==> src/pkg/urw_pkg.sv <==
package urw_pkg;

  // receive framing
  localparam logic [3:0] URW_DATA_BITS_BASE = 4'h8;
  localparam logic [3:0] URW_START_BITS = 4'h1;
  localparam logic [3:0] URW_STOP_BITS_BASE = 4'h1;
  localparam int URW_CHAR_W = 10;
  localparam int URW_BYTE_W = 8;
  localparam int URW_NINE_POS = 8;
  localparam int URW_TEN_POS = 9;

  // oversampling and idle counting widths
  localparam int URW_OSR_W = 8;
  localparam int URW_IDLE_W = 13;
  localparam int URW_DIV_W = 16;
  localparam logic [URW_OSR_W-1:0] URW_OSR_M1_DEF = 8'h0f;

  // receive fifo between the filter and the data window
  localparam int URW_FIFO_DEPTH = 8;

  // match configuration codes
  localparam logic [1:0] URW_MCFG_ADDR_MARK = 2'h0;
  localparam logic [1:0] URW_MCFG_IDLE_ADDR = 2'h1;
  localparam logic [1:0] URW_MCFG_ON_OFF = 2'h2;
  localparam logic [1:0] URW_MCFG_DATA_WAKE = 2'h3;

  // receiver frame states
  typedef enum logic [1:0]
  {
    URW_RX_IDLE = 2'b00,
    URW_RX_START = 2'b01,
    URW_RX_DATA = 2'b10,
    URW_RX_STOP = 2'b11
  } urw_rx_state_t;

endpackage

==> src/hw/urw_rx_wakeup_match.sv <==
`timescale 1ns/1ps

////////////////////////////////////////////////////////////////////////////////
// small synchronous fifo with registered pointers

module urw_fifo
#(
  parameter int WIDTH = 10,
  parameter int DEPTH = 8
)
(
  input wire logic clk,
  input wire logic rst,
  input wire logic in_valid,
  output logic in_ready,
  input wire logic [WIDTH-1:0] in_data,
  output logic out_valid,
  input wire logic out_ready,
  output logic [WIDTH-1:0] out_data
);
  localparam int AW = (DEPTH > 1) ? $clog2(DEPTH) : 1;
  localparam logic [AW:0] FULL_CNT = (AW+1)'(DEPTH);
  localparam logic [AW-1:0] LAST_IDX = AW'(DEPTH - 1);

  logic [WIDTH-1:0] mem_q [DEPTH];
  logic [AW-1:0] wr_q;
  logic [AW-1:0] rd_q;
  logic [AW:0] cnt_q;
  logic push;
  logic pop;

  // honest flags straight from the fill count
  assign in_ready = (cnt_q != FULL_CNT);
  assign out_valid = (cnt_q != '0);
  assign out_data = mem_q[rd_q];
  assign push = in_valid && in_ready;
  assign pop = out_valid && out_ready;

  // storage
  always_ff @(posedge clk)
  begin
    if (push)
    begin
      mem_q[wr_q] <= in_data;
    end
  end

  // pointers wrap at the configured depth, not a power of two
  always_ff @(posedge clk)
  begin
    if (rst)
    begin
      wr_q <= '0;
      rd_q <= '0;
      cnt_q <= '0;
    end
    else
    begin
      if (push)
      begin
        wr_q <= (wr_q == LAST_IDX) ? '0 : wr_q + 1'b1;
      end
      if (pop)
      begin
        rd_q <= (rd_q == LAST_IDX) ? '0 : rd_q + 1'b1;
      end
      if (push && !pop)
      begin
        cnt_q <= cnt_q + 1'b1;
      end
      else if (pop && !push)
      begin
        cnt_q <= cnt_q - 1'b1;
      end
    end
  end
endmodule

////////////////////////////////////////////////////////////////////////////////
// receive filter, wakeup, infrared decode and extra-bit handling

module urw_rx_wakeup_match
  import urw_pkg::*;
#(
  parameter int FIFO_DEPTH = URW_FIFO_DEPTH
)
(
  input wire logic core_clk,
  input wire logic rst,
  input wire logic [URW_DIV_W-1:0] oversample_div,
  input wire logic [URW_OSR_W-1:0] oversample_ratio_m1,
  input wire logic rxd_pin,
  input wire logic rx_polarity_invert,
  input wire logic infrared_enable,
  input wire logic nine_bit_select,
  input wire logic ten_bit_select,
  input wire logic two_stop_select,
  input wire logic wake_method_select,
  input wire logic idle_count_start_select,
  input wire logic idle_flag_during_sleep,
  input wire logic receiver_sleep_set,
  input wire logic receiver_sleep_clear,
  input wire logic [1:0] match_config,
  input wire logic match_enable_one,
  input wire logic match_enable_two,
  input wire logic [URW_BYTE_W-1:0] match_value_one,
  input wire logic [URW_BYTE_W-1:0] match_value_two,
  input wire logic idle_flag_clear,
  input wire logic overrun_flag_clear,
  input wire logic rx_read,
  input wire logic tx_bit_nine_write,
  input wire logic tx_bit_nine_in,
  input wire logic tx_bit_ten_write,
  input wire logic tx_bit_ten_in,
  input wire logic tx_byte_write,
  input wire logic [URW_BYTE_W-1:0] tx_byte_in,
  input wire logic tx_wide_write,
  input wire logic [URW_CHAR_W-1:0] tx_wide_in,
  input wire logic tx_shifter_take,
  output logic receiver_sleep,
  output logic idle_flag,
  output logic rx_full_flag,
  output logic overrun_flag,
  output logic [URW_CHAR_W-1:0] rx_wide_data,
  output logic rx_bit_nine,
  output logic rx_bit_ten,
  output logic tx_bit_nine,
  output logic tx_bit_ten,
  output logic tx_buf_empty,
  output logic [URW_CHAR_W-1:0] tx_shift_data,
  output logic tx_shift_load
);

  //////////////////////////////////////////////////////////////////////////////
  // oversample tick divider

  logic [URW_DIV_W-1:0] div_q;
  logic os_tick;

  assign os_tick = (div_q == '0);

  always_ff @(posedge core_clk)
  begin
    if (rst)
    begin
      div_q <= '0;
    end
    else
    begin
      div_q <= os_tick ? oversample_div : div_q - 1'b1;
    end
  end

  //////////////////////////////////////////////////////////////////////////////
  // infrared decoder, counting on its own after the start edge

  logic line_in;
  logic ir_prev_q;
  logic ir_out_q;
  logic ir_active_q;
  logic ir_late_q;
  logic [URW_OSR_W-1:0] ir_cnt_q;
  logic [URW_OSR_W-1:0] half_cnt;
  logic ir_rise;
  logic ir_fall;

  assign line_in = rxd_pin ^ rx_polarity_invert;
  assign half_cnt = oversample_ratio_m1 >> 1;
  assign ir_rise = !ir_prev_q && line_in;
  assign ir_fall = ir_prev_q && !line_in;

  // only tick samples are seen, so pulses under one tick may vanish
  always_ff @(posedge core_clk)
  begin
    if (rst)
    begin
      ir_prev_q <= 1'b1;
      ir_out_q <= 1'b1;
      ir_active_q <= 1'b0;
      ir_late_q <= 1'b0;
      ir_cnt_q <= '0;
    end
    else if (os_tick)
    begin
      ir_prev_q <= line_in;
      if (!ir_active_q)
      begin
        if (ir_fall)
        begin
          ir_active_q <= 1'b1;
          ir_out_q <= 1'b0;
          ir_cnt_q <= '0;
          ir_late_q <= 1'b0;
        end
      end
      else if (ir_rise && (ir_cnt_q >= half_cnt))
      begin
        ir_out_q <= 1'b0;
        ir_cnt_q <= '0;
        ir_late_q <= 1'b0;
      end
      else if (ir_rise && ir_late_q)
      begin
        ir_out_q <= 1'b0;
        ir_cnt_q <= '0;
        ir_late_q <= 1'b0;
      end
      else if (ir_cnt_q == oversample_ratio_m1)
      begin
        // a second silent count rearms for a start edge, unless a pulse begins right now
        ir_active_q <= !ir_out_q || ir_fall;
        ir_out_q <= 1'b1;
        ir_late_q <= 1'b1;
        ir_cnt_q <= '0;
      end
      else
      begin
        ir_cnt_q <= ir_cnt_q + 1'b1;
        if (ir_cnt_q == half_cnt)
        begin
          ir_late_q <= 1'b0;
        end
      end
    end
  end

  //////////////////////////////////////////////////////////////////////////////
  // frame receiver, single mid-bit sample

  urw_rx_state_t state_q;
  logic rx_line;
  logic rx_prev_q;
  logic [URW_OSR_W-1:0] os_cnt_q;
  logic [3:0] bit_idx_q;
  logic [URW_CHAR_W-1:0] shift_q;
  logic [3:0] n_data;
  logic [3:0] n_stop;
  logic at_mid;
  logic at_end;
  logic char_done;
  logic mark_early;

  assign rx_line = infrared_enable ? ir_out_q : line_in;
  // ten bit select overrides nine
  assign n_data = URW_DATA_BITS_BASE + (ten_bit_select ? 4'h2 : {3'h0, nine_bit_select});
  assign n_stop = URW_STOP_BITS_BASE + {3'h0, two_stop_select};
  assign at_mid = os_tick && (os_cnt_q == half_cnt);
  assign at_end = os_tick && (os_cnt_q == oversample_ratio_m1);
  assign char_done = (state_q == URW_RX_STOP) && at_mid && (bit_idx_q == n_stop - 1'b1);
  // top data bit seen as one at its mid sample, one or two bit times before char_done
  assign mark_early = (state_q == URW_RX_DATA) && at_mid && (bit_idx_q == n_data - 1'b1) && rx_line;

  always_ff @(posedge core_clk)
  begin
    if (rst)
    begin
      state_q <= URW_RX_IDLE;
      rx_prev_q <= 1'b1;
      os_cnt_q <= '0;
      bit_idx_q <= '0;
      shift_q <= '0;
    end
    else if (os_tick)
    begin
      rx_prev_q <= rx_line;
      os_cnt_q <= (os_cnt_q == oversample_ratio_m1) ? '0 : os_cnt_q + 1'b1;
      unique case (state_q)
        URW_RX_IDLE:
        begin
          os_cnt_q <= '0;
          if (rx_prev_q && !rx_line)
          begin
            state_q <= URW_RX_START;
          end
        end
        URW_RX_START:
        begin
          if (at_mid && rx_line)
          begin
            state_q <= URW_RX_IDLE; // glitch, not a start bit
          end
          else if (at_end)
          begin
            state_q <= URW_RX_DATA;
            bit_idx_q <= '0;
            shift_q <= '0; // short characters read zero in the unused upper bits
          end
        end
        URW_RX_DATA:
        begin
          if (at_mid)
          begin
            shift_q[bit_idx_q] <= rx_line;
          end
          if (at_end)
          begin
            bit_idx_q <= (bit_idx_q == n_data - 1'b1) ? '0 : bit_idx_q + 1'b1;
            if (bit_idx_q == n_data - 1'b1)
            begin
              state_q <= URW_RX_STOP;
            end
          end
        end
        URW_RX_STOP:
        begin
          if (char_done)
          begin
            state_q <= URW_RX_IDLE;
          end
          else if (at_end)
          begin
            bit_idx_q <= bit_idx_q + 1'b1;
          end
        end
      endcase
    end
  end

  //////////////////////////////////////////////////////////////////////////////
  // idle line detection

  logic [URW_IDLE_W-1:0] idle_cnt_q;
  logic [URW_IDLE_W-1:0] idle_thresh;
  logic idle_armed_q;
  logic idle_hold;
  logic idle_event;

  // start + data + stop, 10 to 13 bit times of oversample ticks
  assign idle_thresh = URW_IDLE_W'(URW_START_BITS + n_data + n_stop) * URW_IDLE_W'({1'b0, oversample_ratio_m1} + 9'h001);
  // with late start nothing of the frame counts before the receiver returns to idle at the last stop bit's mid sample
  assign idle_hold = !rx_line || (idle_count_start_select && (state_q != URW_RX_IDLE));
  assign idle_event = os_tick && !idle_hold && idle_armed_q && (idle_cnt_q == idle_thresh - 1'b1);

  always_ff @(posedge core_clk)
  begin
    if (rst)
    begin
      idle_cnt_q <= '0;
    end
    else if (os_tick)
    begin
      if (idle_hold)
      begin
        idle_cnt_q <= '0;
      end
      else if (idle_cnt_q != idle_thresh)
      begin
        idle_cnt_q <= idle_cnt_q + 1'b1;
      end
    end
  end

  // a long idle line reports once until another character arrives
  always_ff @(posedge core_clk)
  begin
    if (rst)
    begin
      idle_armed_q <= 1'b1;
    end
    else if (char_done)
    begin
      idle_armed_q <= 1'b1;
    end
    else if (idle_event)
    begin
      idle_armed_q <= 1'b0;
    end
  end

  //////////////////////////////////////////////////////////////////////////////
  // address filtering and wakeup decisions

  logic match_any;
  logic hit_one;
  logic hit_two;
  logic mark_bit;
  logic accept_q;
  logic addr_pending_q;
  logic sleep_q;
  logic store;
  logic data_wake;

  assign match_any = match_enable_one || match_enable_two;
  // compare only against enabled values
  assign hit_one = match_enable_one && (shift_q[URW_BYTE_W-1:0] == match_value_one);
  assign hit_two = match_enable_two && (shift_q[URW_BYTE_W-1:0] == match_value_two);
  assign mark_bit = shift_q[n_data - 1'b1];
  assign data_wake = char_done && sleep_q && (match_config == URW_MCFG_DATA_WAKE) && (hit_one || hit_two);

  // decide whether the finished character reaches the buffer
  always_comb
  begin
    store = 1'b0;
    if (sleep_q)
    begin
      store = data_wake; // character that matched wakes and is kept
    end
    else if (!match_any)
    begin
      store = 1'b1;
    end
    else
    begin
      unique case (match_config)
        URW_MCFG_ADDR_MARK: store = mark_bit ? (hit_one || hit_two) : accept_q;
        URW_MCFG_IDLE_ADDR: store = addr_pending_q ? (hit_one || hit_two) : accept_q;
        URW_MCFG_ON_OFF:
        begin
          if (!(match_enable_one && match_enable_two))
          begin
            store = 1'b1;
          end
          else if (hit_one)
          begin
            store = 1'b1;
          end
          else if (hit_two)
          begin
            store = 1'b0;
          end
          else
          begin
            store = accept_q;
          end
        end
        URW_MCFG_DATA_WAKE: store = 1'b1;
      endcase
    end
  end

  // acceptance window and pending-address state
  always_ff @(posedge core_clk)
  begin
    if (rst)
    begin
      accept_q <= 1'b0;
      addr_pending_q <= 1'b1;
    end
    else
    begin
      if (char_done && !sleep_q && match_any)
      begin
        if (match_config == URW_MCFG_ADDR_MARK && mark_bit)
        begin
          accept_q <= hit_one || hit_two;
        end
        else if (match_config == URW_MCFG_IDLE_ADDR && addr_pending_q)
        begin
          accept_q <= hit_one || hit_two;
        end
        else if (match_config == URW_MCFG_ON_OFF && (hit_one || hit_two))
        begin
          accept_q <= hit_one;
        end
      end
      // idle after the address wins, so the next character is an address again
      if (idle_event)
      begin
        addr_pending_q <= 1'b1;
      end
      else if (char_done && !sleep_q)
      begin
        addr_pending_q <= 1'b0;
      end
    end
  end

  // software sets sleep, hardware wakes; the software set wins a tie
  always_ff @(posedge core_clk)
  begin
    if (rst)
    begin
      sleep_q <= 1'b0;
    end
    else if (receiver_sleep_set)
    begin
      sleep_q <= 1'b1;
    end
    else if (receiver_sleep_clear)
    begin
      sleep_q <= 1'b0;
    end
    else if (sleep_q && !match_any && !wake_method_select && idle_event)
    begin
      sleep_q <= 1'b0;
    end
    else if (sleep_q && !match_any && wake_method_select && mark_early)
    begin
      sleep_q <= 1'b0;
    end
    else if (data_wake)
    begin
      sleep_q <= 1'b0;
    end
  end

  // idle flag, set wins over clear; the waking idle stays silent unless idle_flag_during_sleep is set
  always_ff @(posedge core_clk)
  begin
    if (rst)
    begin
      idle_flag <= 1'b0;
    end
    else if (idle_event && (!sleep_q || idle_flag_during_sleep))
    begin
      idle_flag <= 1'b1;
    end
    else if (idle_flag_clear)
    begin
      idle_flag <= 1'b0;
    end
  end

  assign receiver_sleep = sleep_q;

  //////////////////////////////////////////////////////////////////////////////
  // receive fifo and data window

  logic fifo_in_ready;
  logic fifo_out_valid;
  logic fifo_out_ready;
  logic [URW_CHAR_W-1:0] fifo_out_data;

  // the window drains the fifo only when empty or being read
  assign fifo_out_ready = !rx_full_flag || rx_read;

  urw_fifo
  #(
    .WIDTH(URW_CHAR_W),
    .DEPTH(FIFO_DEPTH)
  )
  u_fifo
  (
    .clk(core_clk),
    .rst(rst),
    .in_valid(char_done && store),
    .in_ready(fifo_in_ready),
    .in_data(shift_q),
    .out_valid(fifo_out_valid),
    .out_ready(fifo_out_ready),
    .out_data(fifo_out_data)
  );

  // extra bits land beside the byte in one wide word
  always_ff @(posedge core_clk)
  begin
    if (rst)
    begin
      rx_full_flag <= 1'b0;
      rx_wide_data <= '0;
    end
    else if (fifo_out_ready)
    begin
      rx_full_flag <= fifo_out_valid;
      if (fifo_out_valid)
      begin
        rx_wide_data <= fifo_out_data;
      end
    end
  end

  // a character with nowhere to go is lost and flagged
  always_ff @(posedge core_clk)
  begin
    if (rst)
    begin
      overrun_flag <= 1'b0;
    end
    else if (char_done && store && !fifo_in_ready)
    begin
      overrun_flag <= 1'b1;
    end
    else if (overrun_flag_clear)
    begin
      overrun_flag <= 1'b0;
    end
  end

  assign rx_bit_nine = rx_wide_data[URW_NINE_POS];
  assign rx_bit_ten = rx_wide_data[URW_TEN_POS];

  //////////////////////////////////////////////////////////////////////////////
  // transmit data buffer and extra bits

  logic [URW_BYTE_W-1:0] tx_buf_q;

  // extra bits persist between characters; byte writes reuse them
  always_ff @(posedge core_clk)
  begin
    if (rst)
    begin
      tx_bit_nine <= 1'b0;
      tx_bit_ten <= 1'b0;
    end
    else if (tx_wide_write)
    begin
      tx_bit_nine <= tx_wide_in[URW_NINE_POS];
      tx_bit_ten <= tx_wide_in[URW_TEN_POS];
    end
    else
    begin
      if (tx_bit_nine_write)
      begin
        tx_bit_nine <= tx_bit_nine_in;
      end
      if (tx_bit_ten_write)
      begin
        tx_bit_ten <= tx_bit_ten_in;
      end
    end
  end

  // byte and extras move to the shifter in the same cycle
  always_ff @(posedge core_clk)
  begin
    if (rst)
    begin
      tx_buf_q <= '0;
      tx_buf_empty <= 1'b1;
      tx_shift_data <= '0;
      tx_shift_load <= 1'b0;
    end
    else
    begin
      tx_shift_load <= 1'b0;
      if (tx_shifter_take && !tx_buf_empty)
      begin
        tx_shift_data <= {tx_bit_ten, tx_bit_nine, tx_buf_q};
        tx_shift_load <= 1'b1;
        tx_buf_empty <= 1'b1;
      end
      if (tx_wide_write || tx_byte_write)
      begin
        tx_buf_q <= tx_wide_write ? tx_wide_in[URW_BYTE_W-1:0] : tx_byte_in;
        tx_buf_empty <= 1'b0;
      end
    end
  end

endmodule

==> config.mk <==
export PLATFORM = sky130hd
export DESIGN_NAME = urw_rx_wakeup_match
export DESIGN_NICKNAME = d
export VERILOG_FILES = /design/src/pkg/urw_pkg.sv /design/src/hw/urw_rx_wakeup_match.sv
export SDC_FILE = /design/constraint.sdc
export NUM_CORES = 1
export LEC_CHECK = 0
export BUFFER_PORTS_ARGS = -buffer_cell sky130_fd_sc_hd__buf_4
export CORE_ASPECT_RATIO = 0.75
export CORE_UTILIZATION = 25
export CTS_BUF_LIST = sky130_fd_sc_hd__clkbuf_4
export CTS_CLUSTER_DIAMETER = 100
export DETAILED_ROUTE_END_ITERATION = 10
export PLACE_DENSITY = 0.43
export SYNTH_ARGS = -nofsm -noshare
export SYNTH_HDL_FRONTEND = slang
export SYNTH_SLANG_ARGS = --single-unit
==> constraint.sdc <==
create_clock -name core_clk -period 10.62 [get_ports core_clk]
set_input_delay 3.186 -clock core_clk [delete_from_list [all_inputs] [get_ports core_clk]]
set_output_delay 3.186 -clock core_clk [all_outputs]
set_load 0.1 [all_outputs]
## Word-level counts from Yosys, hierarchy flattened

Memories as Yosys holds them, arrays and structs flattened. A register that Yosys moved wholly into a read port is not among the register bits.
Cells that the tools add are included.
Widths: inputs -> output; s select.

- $add $sub $neg: 17
- Multipliers: 1
- Div/mod/pow operators: 0
- $lt $le $gt $ge: 4
- Equal/unequal tests: 31
- Shifts and indexed selects: 0
- Muxes and demuxes: 84
- Bitwise gates (word level): 1
- Reductions and logical operators: 90

Operators with widths:

| kind | number |
|---|---|
| $mux 8 | 8 |
| $mux 1 | 46 |
| $logic_and 1x1->1 | 42 |
| $eq 8x8->1 | 4 |
| $mux 4 | 8 |
| $mux 10 | 3 |
| $mux 13 | 2 |
| $pmux 10 s2 | 1 |
| $reduce_bool 2->1 | 10 |
| $add 8x1->8 const B | 2 |
| $eq 8x7->1 | 2 |
| $logic_not 16->1 | 1 |
| $mux 16 | 1 |
| $ne 2x2->1 const B | 8 |
| $sub 16x1->16 const B | 1 |
| $mux 2 | 7 |
| $add 13x1->13 const B | 1 |
| $eq 13x13->1 | 1 |
| $logic_not 1->1 | 13 |
| $mul 6x9->13 | 1 |
| $ne 13x13->1 | 1 |
| $sub 13x1->13 const B | 1 |
| $pmux 4 s3 | 1 |
| $bwmux 10 | 1 |
| 38 further kinds | 62 |

- Register bits after elaboration: 105
- Bits in latches: 0
- Bits in writable memories: 80
- ROM bits: 0
- Bits of input ports: 85
- Output and inout port bits: 30
- Word-level logic and storage cells: 257
- Memories: 1

Memories:

| memory | depth | bits a word | read ports | clocked after Yosys merged registers in | wr ports | RTL line | RTL |
|---|---|---|---|---|---|---|---|
| u_fifo.mem_q | 8 | 10 | 1 | 1 | 1 | urw_rx_wakeup_match.sv:25 | `logic [WIDTH-1:0] mem_q [DEPTH];` |

## Depth between registers and ports, before layout

Gate-level depths: netlist (run 1).

- Word-level depth: 15
- Gate-level depth with buffers: 23
- Gate-level depth less buffers: 21

## Cells and area by module

From an unflattened synthesis (run 1), not the netlist that was laid out.

- Cells, all modules: 1146
- Area, all modules: 11320.9 µm²

Modules (own cells, without submodules):

| module | instances | cells an instance | area each (µm²) |
|---|---|---|---|
| urw_rx_wakeup_match | 1 | 956 | 7578.5 |
| urw_fifo | 1 | 190 | 3742.3 |

## Worst setup path after synthesis (run 1)

OpenSTA, ideal clock, no wires.

- Path kind: in2reg
- From: in ten_bit_select
- To: reg idle_flag
- Library setup time: 0.092 ns
- Arrival: 8.356 ns
- Data required time: 10.528 ns
- Slack: 2.172 ns
- Stages on the path: 19
- Cells stage by stage: inv_1 nand2_1 ha_1 fa_1 or2_2 fa_1 inv_1 ha_1 inv_1 fa_1 inv_1 fa_1 or4b_2 a31o_2 o21a_1 nor4_1 nand3_1 or4_1 o32ai_1

- Word-level cells in the longest chain between the ends: 10
- Elaborated cells between the ends (all ways): 11
- Those cells by class: add/sub (4); mul (1); eq/ne (1); mux (2); reduce/logical (3)

RTL lines:

| element | RTL line | RTL |
|---|---|---|
| start: declaration | urw_rx_wakeup_match.sv:96 | `input wire logic ten_bit_select,` |
| $mux 2 * | urw_rx_wakeup_match.sv:245 | `assign n_data = URW_DATA_BITS_BASE + (ten_bit_select ? 4'h2 : {3'h0, nine_bit_select});` |
| $add 4x2->4 * | urw_rx_wakeup_match.sv:245 |  |
| $add 1x4->5 * | urw_rx_wakeup_match.sv:329 | `assign idle_thresh = URW_IDLE_W'(URW_START_BITS + n_data + n_stop) * URW_IDLE_W'({1'b0, oversample_ratio_m1} + ...` |
| $add 5x2->6 * | urw_rx_wakeup_match.sv:329 |  |
| $mul 6x9->13 * | urw_rx_wakeup_match.sv:329 |  |
| $sub 13x1->13 * | urw_rx_wakeup_match.sv:332 | `assign idle_event = os_tick && !idle_hold && idle_armed_q && (idle_cnt_q == idle_thresh - 1'b1);` |
| $eq 13x13->1 * | urw_rx_wakeup_match.sv:332 |  |
| $logic_and 1x1->1 * | urw_rx_wakeup_match.sv:332 |  |
| $logic_and 1x1->1 * | urw_rx_wakeup_match.sv:504 | `else if (idle_event && (!sleep_q \|\| idle_flag_during_sleep))` |
| $mux 1 / $reduce_bool 2->1 (equally long branches) | - |  |
| end signal: assignment | urw_rx_wakeup_match.sv:502 | `idle_flag <= 1'b0;` |
| end signal: assignment | urw_rx_wakeup_match.sv:506 | `idle_flag <= 1'b1;` |
| end signal: assignment | urw_rx_wakeup_match.sv:510 | `idle_flag <= 1'b0;` |
| end: declaration | urw_rx_wakeup_match.sv:121 | `output logic idle_flag,` |

Every way passes the cells marked *; elsewhere a longest branch is shown, timed or not.
A chain may end at the register's enable or synchronous reset.

## Final worst setup path (run 1)

- From: in ten_bit_select
- To: reg idle_cnt_q[9]

- Word-level cells in the longest chain between the ends: 8

RTL lines:

| element | RTL line | RTL |
|---|---|---|
| $mux 2 | urw_rx_wakeup_match.sv:245 |  |
| $add 4x2->4 | urw_rx_wakeup_match.sv:245 |  |
| $add 1x4->5 | urw_rx_wakeup_match.sv:329 |  |
| $add 5x2->6 | urw_rx_wakeup_match.sv:329 |  |
| $mul 6x9->13 | urw_rx_wakeup_match.sv:329 |  |
| $ne 13x13->1 | urw_rx_wakeup_match.sv:346 | `else if (idle_cnt_q != idle_thresh)` |
| $reduce_bool 2->1 (no line) | - |  |
| $reduce_and 2->1 (no line) | - |  |
| end signal: assignment | urw_rx_wakeup_match.sv:348 | `idle_cnt_q <= idle_cnt_q + 1'b1;` |
| end: declaration | urw_rx_wakeup_match.sv:322 | `logic [URW_IDLE_W-1:0] idle_cnt_q;` |

Every way passes these cells.

==> results.txt, run 1 <==
* # placed instances: ~1800
- Worst slew margin: 26.1%
- After the flow finishes, the layout carries non-filler instances totaling around 1800.
- Measured along the x axis, the die boundary spans between 200 and 250 um.
- The final-report hold violation count came to 0.
* First-pass GRT wire length: 45100 um
- Cell with the largest stage delay on the worst path: sky130_fd_sc_hd__fa_1
- # rows: 65
* Cell accounting for the most synthesized area: sky130_fd_sc_hd__edfxtp_1
* Number of hold buffers added after CTS: 0
- Data on the critical path is required at its endpoint by 11180 ps.
* Yosys Warn Count: 0
* Post-detailed-route wirelength per cell: about 16 um
* Cell type with the highest occurrence count on the critical path: sky130_fd_sc_hd__inv_1
- DRC marker count from the first detailed-route iteration: between 400 and 500
- Netlist area before placement: 10900 um^2
- Across the routed clock network, the largest skew measured is 39.4 ps.
- The critical path contains buffers and inverters numbering 5 combined.
- Once the clock tree was built, the setup fixing pass inserted 0 buffers.
* Register-to-Register Setup Slack: between 5000 and 6000 ps
- Aggregate routed wire length: 28700 um
- In the routed design, unresolved DRC markers number 0.
* Class of the most critical hold timing path: reg2reg
- Setup repair after global routing left no endpoint under its margin.
- Fraction of layout instances using a drive strength above 1: between 10% and 20%
* Number of iterations in the first detailed-routing pass: 5
- Layout Area Growth over Synthesis: 16.4%
- Data on the critical path arrives at its endpoint at approximately 9000 ps.
- CP Capture Type: flip-flop
- Post-synthesis cell type count: 68
- Total clock buffers created by CTS: 17
- FMAX: between 100 and 150 MHz
* DIE AREA: 44300 um^2
- Setup TNS: 0 ps
* Vias in the first global route: about 7800
- Largest fanout on the critical path: 9
* Type of element launching the critical path: input port
- At the pin with the least slew margin, the transition time is ~1100 ps.
- The final number of max-transition violations is 0.
- The H-tree was split into 4 levels.
- Global-route usage over all layers: approximately an eighth
- Initial cell density of the core: 25.6%
- Aggregate global routing overflow: 0
* I/O pins: 115
- Power spread over the standard cell area amounts to 188 nW/um^2.
- Area of the core: approximately 42000 um^2
* Peak VDD IR: 0.0000756 V
- Leaving out fill and tap cells, the most frequent cell in the layout is sky130_fd_sc_hd__buf_4.
* Clock root buffer master: sky130_fd_sc_hd__clkbuf_4
- Cells resized by post-CTS repair: 0
* Post-synthesis area per instance: a little under 10 um^2
- Once routing completed, OpenROAD measured the worst setup slack at around 2200 ps.
- In the layout the commonest cells are sky130_fd_sc_hd__buf_4, sky130_fd_sc_hd__dfxtp_1, sky130_fd_sc_hd__nor2_1.
- Fin crit share: about four fifths
* Initial antenna violation count: 1
- Fraction of post-synthesis cell area in the top cell type by area: between 20% and 30%
- Worst-path clk slew: 170 ps
* TritonCTS clock tree: built
* Flip-flop cell with the highest count after synthesis: sky130_fd_sc_hd__dfxtp_1
- CTS sink cnt: about 200
* Worst slack, placed: approximately 1500 ps
- For the worst-skew pair, the clock arrives at the later sink with an insertion delay of 640 ps.
- For this run, the slowest stage of the critical path takes about 570 ps.
- Routability-driven placement finished with a final weighted congestion of 0.780.
* Post-Synthesis Net Count: 1254
* Largest net degree at the start of global routing: 44
- Async set-reset flop share out of synthesis: 0%
* Total of max-cap violations: 0
- Total setup violations reported at the end of the flow: 0
* Number of enable flip-flop cells after synthesis: 80
- Cells along the critical path: buf_4, inv_1, nand2_1, ha_1, fa_1, or2_2, fa_1, inv_1, ha_1, inv_1, fa_1, inv_1, ha_1, a211oi_1, o21ai_0, xor2_1, xor2_1, nor4b_1, a41oi_1, nand3_1, or3_1, a21oi_1
- The critical path in this run is classified as in2reg.
- Across all layers, the routed design uses between 8000 and 9000 vias.
- Top cells by area, synth: sky130_fd_sc_hd__edfxtp_1, sky130_fd_sc_hd__dfxtp_1, sky130_fd_sc_hd__ha_1
- The final layout contains about 1300 nets.
- Average vias per placed instance: ~4.6
* Detailed-placement wirelength estimate: 21100 um
* Cells after Synth: around 1100
* Chip Height: approximately 180 um
* Status: complete, no violations
* Number of synthesized register bits: 195
* Leak: 4.98 nW
* Buffer levels on the longest clock path: 2
* Top delay family on crit path: adder cells
* # port buffers: ~110
- Sequential-to-total area share from yosys stat: between 40 and 50%
* Antenna-violating nets left: 0
- Min cycle time layout: roughly 8400 ps
## metrics by stage
stage	instance area, um^2	hold WS (ps)	total power, mW	util (%)
6_report	12600	452	2.37	29.7
5_1_grt	12600	482	2.55	29.7
4_1_cts	12600	465	2.41	29.7
3_5_place_dp	12400	449	2.00	29.1
3_3_place_gp	12400	443	2.00	29.1
2_1_floorplan	10900	427	1.76	-
## registers in the layout, summed over array words and instances (netlist names), 3 cells and up, named ones only
signal,cells
u_fifo.mem_q,80
div_q,16
idle_cnt_q,13
rx_wide_data,10
shift_q,10
tx_shift_data,10
ir_cnt_q,8
os_cnt_q,8
tx_buf_q,8
bit_idx_q,4
u_fifo.cnt_q,4
u_fifo.rd_q,3
u_fifo.wr_q,3
## layer usage
| metal | vias to the layer above | track usage, % | routed length (um) |
|---|---|---|---|
| met2 | 162 | 18.8 | 11600 |
| met1 | 3813 | 19.5 | 15300 |
| met4 | 0 | 3.45 | 245 |
| met3 | 17 | 3.56 | 1590 |
| li1 | 4132 | - | - |
| met5 | - | 0 | 0 |
## final timing paths
| path | start | depth (start not counted) | to |
|---|---|---|---|
| worst max register to register | div_q[6] | 16 | u_fifo.cnt_q[3] |
| worst min-delay path | tx_buf_q[4] | 2 | tx_shift_data[4] |
| worst min register to register | tx_buf_q[4] | 2 | tx_shift_data[4] |
| worst max-delay path | ten_bit_select | 22 | idle_cnt_q[9] |
## cell usage after synthesis, types with 13 or more instances
| master | instances |
|---|---|
| sky130_fd_sc_hd__xor2_1 | 55 |
| sky130_fd_sc_hd__nor3_1 | 25 |
| sky130_fd_sc_hd__mux2i_1 | 22 |
| sky130_fd_sc_hd__nand2_1 | 72 |
| sky130_fd_sc_hd__nand4_1 | 15 |
| sky130_fd_sc_hd__or2_2 | 15 |
| sky130_fd_sc_hd__inv_1 | 77 |
| sky130_fd_sc_hd__o211ai_1 | 18 |
| sky130_fd_sc_hd__clkbuf_1 | 32 |
| sky130_fd_sc_hd__ha_1 | 47 |
| sky130_fd_sc_hd__o21ai_0 | 43 |
| sky130_fd_sc_hd__nand3_1 | 24 |
| sky130_fd_sc_hd__dfxtp_1 | 115 |
| sky130_fd_sc_hd__nor4_1 | 17 |
| sky130_fd_sc_hd__a21oi_1 | 84 |
| sky130_fd_sc_hd__nor2b_1 | 14 |
| sky130_fd_sc_hd__fa_1 | 17 |
| sky130_fd_sc_hd__xnor2_1 | 44 |
| sky130_fd_sc_hd__nand2b_1 | 13 |
| sky130_fd_sc_hd__edfxtp_1 | 80 |
| sky130_fd_sc_hd__mux4_2 | 20 |
| sky130_fd_sc_hd__a211oi_1 | 25 |
| sky130_fd_sc_hd__or3_1 | 20 |
| sky130_fd_sc_hd__nor2_1 | 113 |
## kinds of logic after synthesis
logic type | share of synthesized area, %
AOI/OAI and AO/OA | 11.8
adders and majority gates | 8.56
DFF | 43.4
and+or+nand+nor | 17.1
xor gates and xnor gates | 8.42
buffers and inverters | 4.43
muxes | 6.28
## worst reg2reg max path, cell delays in order, from the launching register on
cell	delay [ps]
sky130_fd_sc_hd__dfxtp_1	380
sky130_fd_sc_hd__or4_4	550
sky130_fd_sc_hd__or3_1	420
sky130_fd_sc_hd__nor4_1	270
sky130_fd_sc_hd__buf_4	200
sky130_fd_sc_hd__nand2_1	120
sky130_fd_sc_hd__nor2_2	390
sky130_fd_sc_hd__nand4_1	680
sky130_fd_sc_hd__inv_1	270
sky130_fd_sc_hd__ha_1	220
sky130_fd_sc_hd__inv_1	90
sky130_fd_sc_hd__ha_1	280
sky130_fd_sc_hd__a21o_1	180
sky130_fd_sc_hd__a21oi_1	170
sky130_fd_sc_hd__xnor2_1	100
sky130_fd_sc_hd__or3_1	300
sky130_fd_sc_hd__a21oi_1	130
## power by group
group,total (mW),switching (mW),internal [mW]
Clock,0.402,0.294,0.108
Combinational,1.07,0.672,0.393
Sequential,0.908,0.0667,0.841
Total,2.37,1.03,1.34
## area by class of cell
cell class,instances,area [um^2]
Antenna cell,1,2.50
Clock buffer,18,135
Clock inverter,14,135
Fill cell,4462,29800
Inverter,78,293
Multi-Input combinational cell,786,5730
Sequential cell,195,4700
Tap cell,569,712
Timing Repair Buffer,122,916
(Power assumes the default switching activity.)
==> run 2, diff against run 1 <==
Settings changed: PLACE_DENSITY 0.43 to 0.44.
Clock period 10.62 ns to 7.3 ns, I/O delays scaled along.
==> run 2 against run 1 <==
Effect of this change:
- non-clock buffer count increased by 60
- final area grew 3.9%
- utilization up 1.2 points
- hold slack gained 17 ps
- highest routed layer unchanged
==> results.txt, run 2 (synthesis gave the netlist of run 1 again) <==
* Setup Skew: about 30 ps
- Initial cell density of the core: 25.6%
- The register with the most flip-flops in the final layout is u_fifo.mem_q.
- The die covers between 40000 and 50000 um^2.
- After filler insertion, the fill cell instance count of the layout stands at 4446.
- Aggregate routed wire length: approximately 29000 um
- In the final layout, the registers with the most flip-flops are u_fifo.mem_q (80), div_q (16), idle_cnt_q (13).
- Layout Area Growth over Synthesis: 21.0%
* Total vias in the final route: ~8300
- The library cell used most frequently in the layout, excluding fill and tap cells, is sky130_fd_sc_hd__buf_4.
- # port buffers: 114
- Kind of critical path: in2reg
* Placed inst area: 12800 um^2
* Leak: approximately 5.3 nW
- Power per unit of standard cell area: ~280 nW/um^2
- Aggregate global routing overflow: 0
- CP Capture Type: flip-flop
- Required time of the critical path: 7790 ps
- The finished cells cover between 10000 and 15000 um^2.
- Most used cells in the layout excluding fill and tap cells: sky130_fd_sc_hd__buf_4, sky130_fd_sc_hd__dfxtp_1, sky130_fd_sc_hd__nor2_1
- Peak VDD IR: roughly 0.000099 V
- Type of element launching the critical path: input port
- The tool flagged a number of max-cap violations equal to 0.
- The multi-input combinational cells in the finished layout cover a total of around 5700 um^2.
- For the pin with the worst max-slew slack, the measured transition is approximately 1100 ps.
* Flip-flop and latch area: roughly 4700 um^2
- Using the TritonRoute via totals, the vias-per-cell ratio works out to 4.52.
* Fraction of layout instances using a drive strength above 1: between 20% and 30%
- The worst path uses 95.4% of the clock period.
- Global routing consumed, on the met2 layer, 19.4% of the routing resources.
- Total setup violations reported at the end of the flow: 0
- H-tree depth: 4
- The design draws about 3.7 mW.
- Final-stage net count: ~1400
- The final-report hold violation count came to 0.
- For this run, the share of the core covered by cells in the final layout is just over 30%.
- The die is about 240 um wide.
* Clock insertion delay at the later pin of the skew report: around 630 ps
- In this run the post-CTS setup repair buffer count came out at 0.
- Worst-path clk slew: 170 ps
- In this run the count of I/O pins placed on the die edge is around 120.
- First-pass GRT wire length: roughly 46000 um
* Chip Height: around 180 um
- For this run, the total global-route usage over all layers was measured as 13.3%.
* Number of flip-flops in the largest register: 80
* Gpl congestion: approximately 0.76
* Worst slew margin: 26.7%
- TritonCTS clock tree: built
- Highest-utilization routing layer at the global route stage: met2
- The via count of the first global-routing pass is 8222.
- The core region is ~42000 um^2.
- The number of antenna violations at the first check in global routing is 1.
* Final slew viol count: 0
- Largest fanout on the critical path: 8
- Clock root buffer master: sky130_fd_sc_hd__clkbuf_4
* Buffer levels on the longest clock path: 2
- Derived from the worst setup path, the maximum achievable clock frequency is 144 MHz.
- DRC viols: 0
- Detailed-placement wirelength estimate: 21200 um
* RSZ-0062 raised after global routing: no
* Post-detailed-route wirelength per cell: 15.5 um
* Class of the most critical hold timing path: reg2reg
* Setup TNS: 0 ps
* Min cycle time layout: about 7000 ps
- GR Layer Usage met1: between 10% and 20%
- For this run, global-route usage on met3 was measured as under 10%.
* Status: complete, no violations
- Clock tree synthesis inserted a total of 17 buffers.
- In this run, post-CTS hold repair placed 0 buffers.
- DRC marker count from the first detailed-route iteration: between 400 and 500
- Endpoint arrival time on the critical path: around 7500 ps
- Antenna-violating nets left: 0
* Number of iterations in the first detailed-routing pass: 5
- # rows: 65
* CTS sink cnt: about 200
* Largest net degree at the start of global routing: 74
-- run 2: final timing paths --
kind	from	slack, ps	cells after the start	endpoint
worst max-delay path	ten_bit_select	330	22	idle_cnt_q[10]
worst min-delay path	tx_shift_data[0]	470	2	tx_shift_data[0]
worst max register to register	shift_q[7]	3210	16	u_fifo.cnt_q[3]
worst min register to register	tx_shift_data[0]	470	2	tx_shift_data[0]
-- run 2: cell type report --
type / instances / area share [%]
Antenna cell: 2 / 0.0381
Clock inverter: 14 / 1.33
Timing Repair Buffer: 182 / 10.4
Sequential cell: 195 / 35.8
Tap cell: 569 / 5.42
Clock buffer: 18 / 1.03
Inverter: 78 / 2.23
Multi-Input combinational cell: 786 / 43.7
-- run 2: timing repair --
| item | CTS | global route |
|---|---|---|
| setup endpoints to repair | 0 | 4 |
| gates resized for setup | 0 | 2 |
| hold endpoints to repair | 0 | 0 |
-- run 2: per-layer routing --
metal	up-vias	share of wire [%]
li1	4249	-
met2	149	42
met4	0	0.79
met3	11	5.2
met5	-	0
met1	3934	52
-- run 2: critical path: stages --
cell	delay (ps)
sky130_fd_sc_hd__buf_4	120
sky130_fd_sc_hd__inv_2	40
sky130_fd_sc_hd__nand2_1	50
sky130_fd_sc_hd__ha_1	200
sky130_fd_sc_hd__fa_2	460
sky130_fd_sc_hd__or2_2	320
sky130_fd_sc_hd__fa_1	500
sky130_fd_sc_hd__inv_1	40
sky130_fd_sc_hd__ha_1	260
sky130_fd_sc_hd__inv_1	50
sky130_fd_sc_hd__fa_1	520
sky130_fd_sc_hd__inv_1	60
sky130_fd_sc_hd__fa_1	480
sky130_fd_sc_hd__xor2_1	170
sky130_fd_sc_hd__or4_1	450
sky130_fd_sc_hd__or4_1	460
sky130_fd_sc_hd__nor2_1	110
sky130_fd_sc_hd__nor4b_1	290
sky130_fd_sc_hd__a41oi_2	230
sky130_fd_sc_hd__nand2_1	240
sky130_fd_sc_hd__or3_1	140
sky130_fd_sc_hd__a21oi_1	60
-- run 2: through the flow --
step	setup slack (ps)	instances	hold WS, ps
after global routing	19.5	1844	492
after floorplan	1.53	1105	427
final	334	1844	469
after global placement	-238	1810	441
after CTS	350	1842	472
after detailed placement	-354	1810	449
-- run 2: power by group --
part | internal [mW] | switching, mW | total [mW]
combinational | 0.740 | 0.994 | 1.73
sequential | 1.22 | 0.115 | 1.34
clock | 0.196 | 0.434 | 0.630
total | 2.16 | 1.54 | 3.70
==> run 3, diff against run 2 <==
Settings changed: CTS_BUF_LIST sky130_fd_sc_hd__clkbuf_4 to not set.
==> run 3 against run 2 <==
Effect of this change:
- clock skew shrank 15 ps
- global-route usage grew 0.14 points
- combinational power grew 3%
- register-to-register slack lost 20 ps
- sequential power is essentially flat
- largest cell class unchanged
- clock power grew 54%
- non-clock buffer count is the same
- first-iteration DRC count grew 8.4%
- via count grew 0.43%
- final cell count shrank 0.11%
- sequential share of layout area shrank 0.98 points
- fmax shrank 0.76%
==> results.txt, run 3 (synthesis gave the netlist of run 1 again) <==
* DRC viols: 0
- By startpoint and endpoint, the worst setup path is classified as in2reg.
- I/O pins: between 100 and 150
- In this run the power density over the cells is roughly 300 nW/um^2.
- Net switching power: between 1.5 and 2 mW
* Chip Height: 182 um
- Total vias in the final route: roughly 8400
- Total clock buffers created by CTS: 17
- Buffer levels on the longest clock path: 2
- Power comes to between 4 and 5 mW.
* Aggregate routed wire length: roughly 29000 um
- The via count of the first global-routing pass was between 8000 and 9000.
- Endpoints failing hold: 0
- Dividing the final minimum period by the clock period gives approximately 96%.
- For the final database, setup skew stands at 15.1 ps.
* Cell with the largest stage delay on the worst path: sky130_fd_sc_hd__fa_1
- The largest registers in the layout are u_fifo.mem_q (80), div_q (16), idle_cnt_q (13).
- STA classifies the critical path startpoint as an input port.
- FMAX: between 100 and 150 MHz
* # port buffers: 114
- Global routing finished with a remaining overflow of 0.
* Total setup violations reported at the end of the flow: 0
* Leak: roughly 5.4 nW
- Initial antenna violation count: 0
* Peak VDD IR: 0.000163 V
* Final slew viol count: 0
* Min cycle time layout: ~7000 ps
- The multi-input combinational cells in the finished layout cover a total of just under 6000 um^2.
* Layout Area Growth over Synthesis: 24.4%
- Required time of the critical path: approximately 7700 ps
- The congestion estimate from routability-driven global placement came to about 0.76.
- Prior to clock tree synthesis, the placed netlist has a worst setup slack of -354 ps.
* CP Capture Type: flip-flop
* Worst Max-Slew Pin Slew: about 1100 ps
* # placed instances: 1810
* Class of the most critical hold timing path: reg2reg
- Relative contribution of combinational cells to total power: between 40% and 50%
- Once layout is complete, the cells apart from fillers number around 1800.
- Once detail routing completed, the nets flagged for antenna violations numbered 0.
- Status: complete, no violations
- DIE AREA: between 40000 and 50000 um^2
* Post-detailed-route wirelength per cell: between 15 and 20 um
- For this run, the slowest stage of the critical path takes ~600 ps.
* Endpoint arrival time on the critical path: between 7000 and 8000 ps
* Number of iterations in the first detailed-routing pass: 4
- Cells along the critical path: buf_4, nand2_1, ha_1, fa_2, or2_2, fa_1, inv_1, ha_1, inv_1, fa_1, inv_1, fa_1, or4b_2, a31o_2, o21a_1, nor4_1, nand3_1, or4_1, o32ai_1
* First-pass GRT wire length: about 46000 um
- Slack of the critical path: around 280 ps
- TritonCTS clock tree: built
- Sequential Power Share: 32.6%
- Die extent in x: between 200 and 250 um
- Detailed-placement wirelength estimate: between 20000 and 25000 um
- Of all nets on the critical path, the largest fanout is 3.
- # rows: between 60 and 70
- Inserted Diodes: 0
- For the worst-skew pair, the clock arrives at the later sink with an insertion delay of roughly 450 ps.
* Register containing the most flip-flops in the final layout: u_fifo.mem_q
* Switching share of total power: 39.7%
* Final-stage net count: ~1400
- Global-route usage over all layers: 13.4%
- Commonest non-fill, non-tap cell in the layout: sky130_fd_sc_hd__buf_4
- The first routing iteration left just under 500 violations.
- For this run, the share of the core covered by cells in the final layout is between 30% and 40%.
- Clock share of power: between 20% and 30%
- Measured against its own limit, the worst slew margin works out to ~27%.
- Worst-path clk slew: ~80 ps
* Most used cells in the layout excluding fill and tap cells: sky130_fd_sc_hd__buf_4, sky130_fd_sc_hd__dfxtp_1, sky130_fd_sc_hd__nor2_1
* # Post-CTS Setup Buffers: 0
- H-tree depth: 4
- Area of the core: about 42000 um^2
* Worst Hold Margin: about 460 ps
- Total of max-cap violations: 0
* Flip-flop and latch area: roughly 4700 um^2
- Dividing the detail-routed via count by the number of cells gives 4.55.
* RSZ-0062 raised after global routing: no
* Internal power contribution: between 2 and 2.5 mW
- Fraction of layout instances using a drive strength above 1: between 20% and 30%
* Largest net degree at the start of global routing: between 70 and 80
* CTS sink cnt: about 200
- Number of flip-flops in the largest register: 80
* Initial cell density of the core: between 20 and 30%
- Top delay family on crit path: adder cells
- Fill cells in the final layout number approximately 4400.
- The critical path contains buffers and inverters numbering 4 combined.
- Clock root buffer master: sky130_fd_sc_hd__clkbuf_16
[run 3: changes by cell type in the layout (fill, tap and decap cells not counted), sizes merged]
cell	before	now
diode	2	0
[run 3: timing repair]
item	CTS	global route
hold buffers	0	0
endpoints found under the setup margin	0	13
resized for setup	0	17
[run 3: worst paths after layout]
kind,startpoint,to,slack [ps],depth (start not counted)
setup / recovery,nine_bit_select,idle_flag,280,19
hold / removal,tx_shift_data[0],tx_shift_data[0],460,2
setup reg to reg,shift_q[7],u_fifo.cnt_q[3],3190,16
hold reg to reg,tx_shift_data[0],tx_shift_data[0],460,2
[run 3: worst reg2reg max path: stages, from the launching register on]
cell	delay [ps]
sky130_fd_sc_hd__dfxtp_1	640
sky130_fd_sc_hd__xnor2_1	190
sky130_fd_sc_hd__nand3_1	170
sky130_fd_sc_hd__nor3_1	400
sky130_fd_sc_hd__nor2_1	120
sky130_fd_sc_hd__o21ai_0	600
sky130_fd_sc_hd__nand4_1	170
sky130_fd_sc_hd__buf_4	230
sky130_fd_sc_hd__inv_1	90
sky130_fd_sc_hd__ha_1	180
sky130_fd_sc_hd__inv_1	90
sky130_fd_sc_hd__ha_1	280
sky130_fd_sc_hd__a21o_1	170
sky130_fd_sc_hd__a21oi_1	170
sky130_fd_sc_hd__xnor2_1	90
sky130_fd_sc_hd__or3_1	300
sky130_fd_sc_hd__a21oi_1	140
[run 3: metrics by stage]
step                      setup TNS (ps)  instance area [um^2]
after floorplan                        0                 10900
after global placement             -3140                 12800
after detailed placement           -4240                 12800
after CTS                              0                 13400
after global routing                   0                 13500
final                                  0                 13500
[run 3: cell type report]
type	instances	share of cell area, %
Multi-Input combinational cell	786	43.1
Timing Repair Buffer	182	10.1
Inverter	78	2.17
Clock inverter	14	1.29
Sequential cell	195	34.9
Tap cell	569	5.28
Clock buffer	18	3.18
[run 3: power groups by stage]
stage / clock [mW] / sequential (mW) / combinational [mW]
after global placement: 0 / 1.37 / 1.74
final: 0.972 / 1.34 / 1.79
after CTS: 1.01 / 1.34 / 1.76
after floorplan: 0 / 1.56 / 0.997
after global routing: 1.05 / 1.36 / 1.98
after detailed placement: 0 / 1.37 / 1.75
[run 3: per-layer routing]
metal	global-route usage, %	wire length [um]	vias to the layer above
met5	0	0	-
met2	19.5	12100	165
met3	3.65	1560	12
met4	3.30	179	0
li1	-	-	4240
met1	19.4	14900	3962
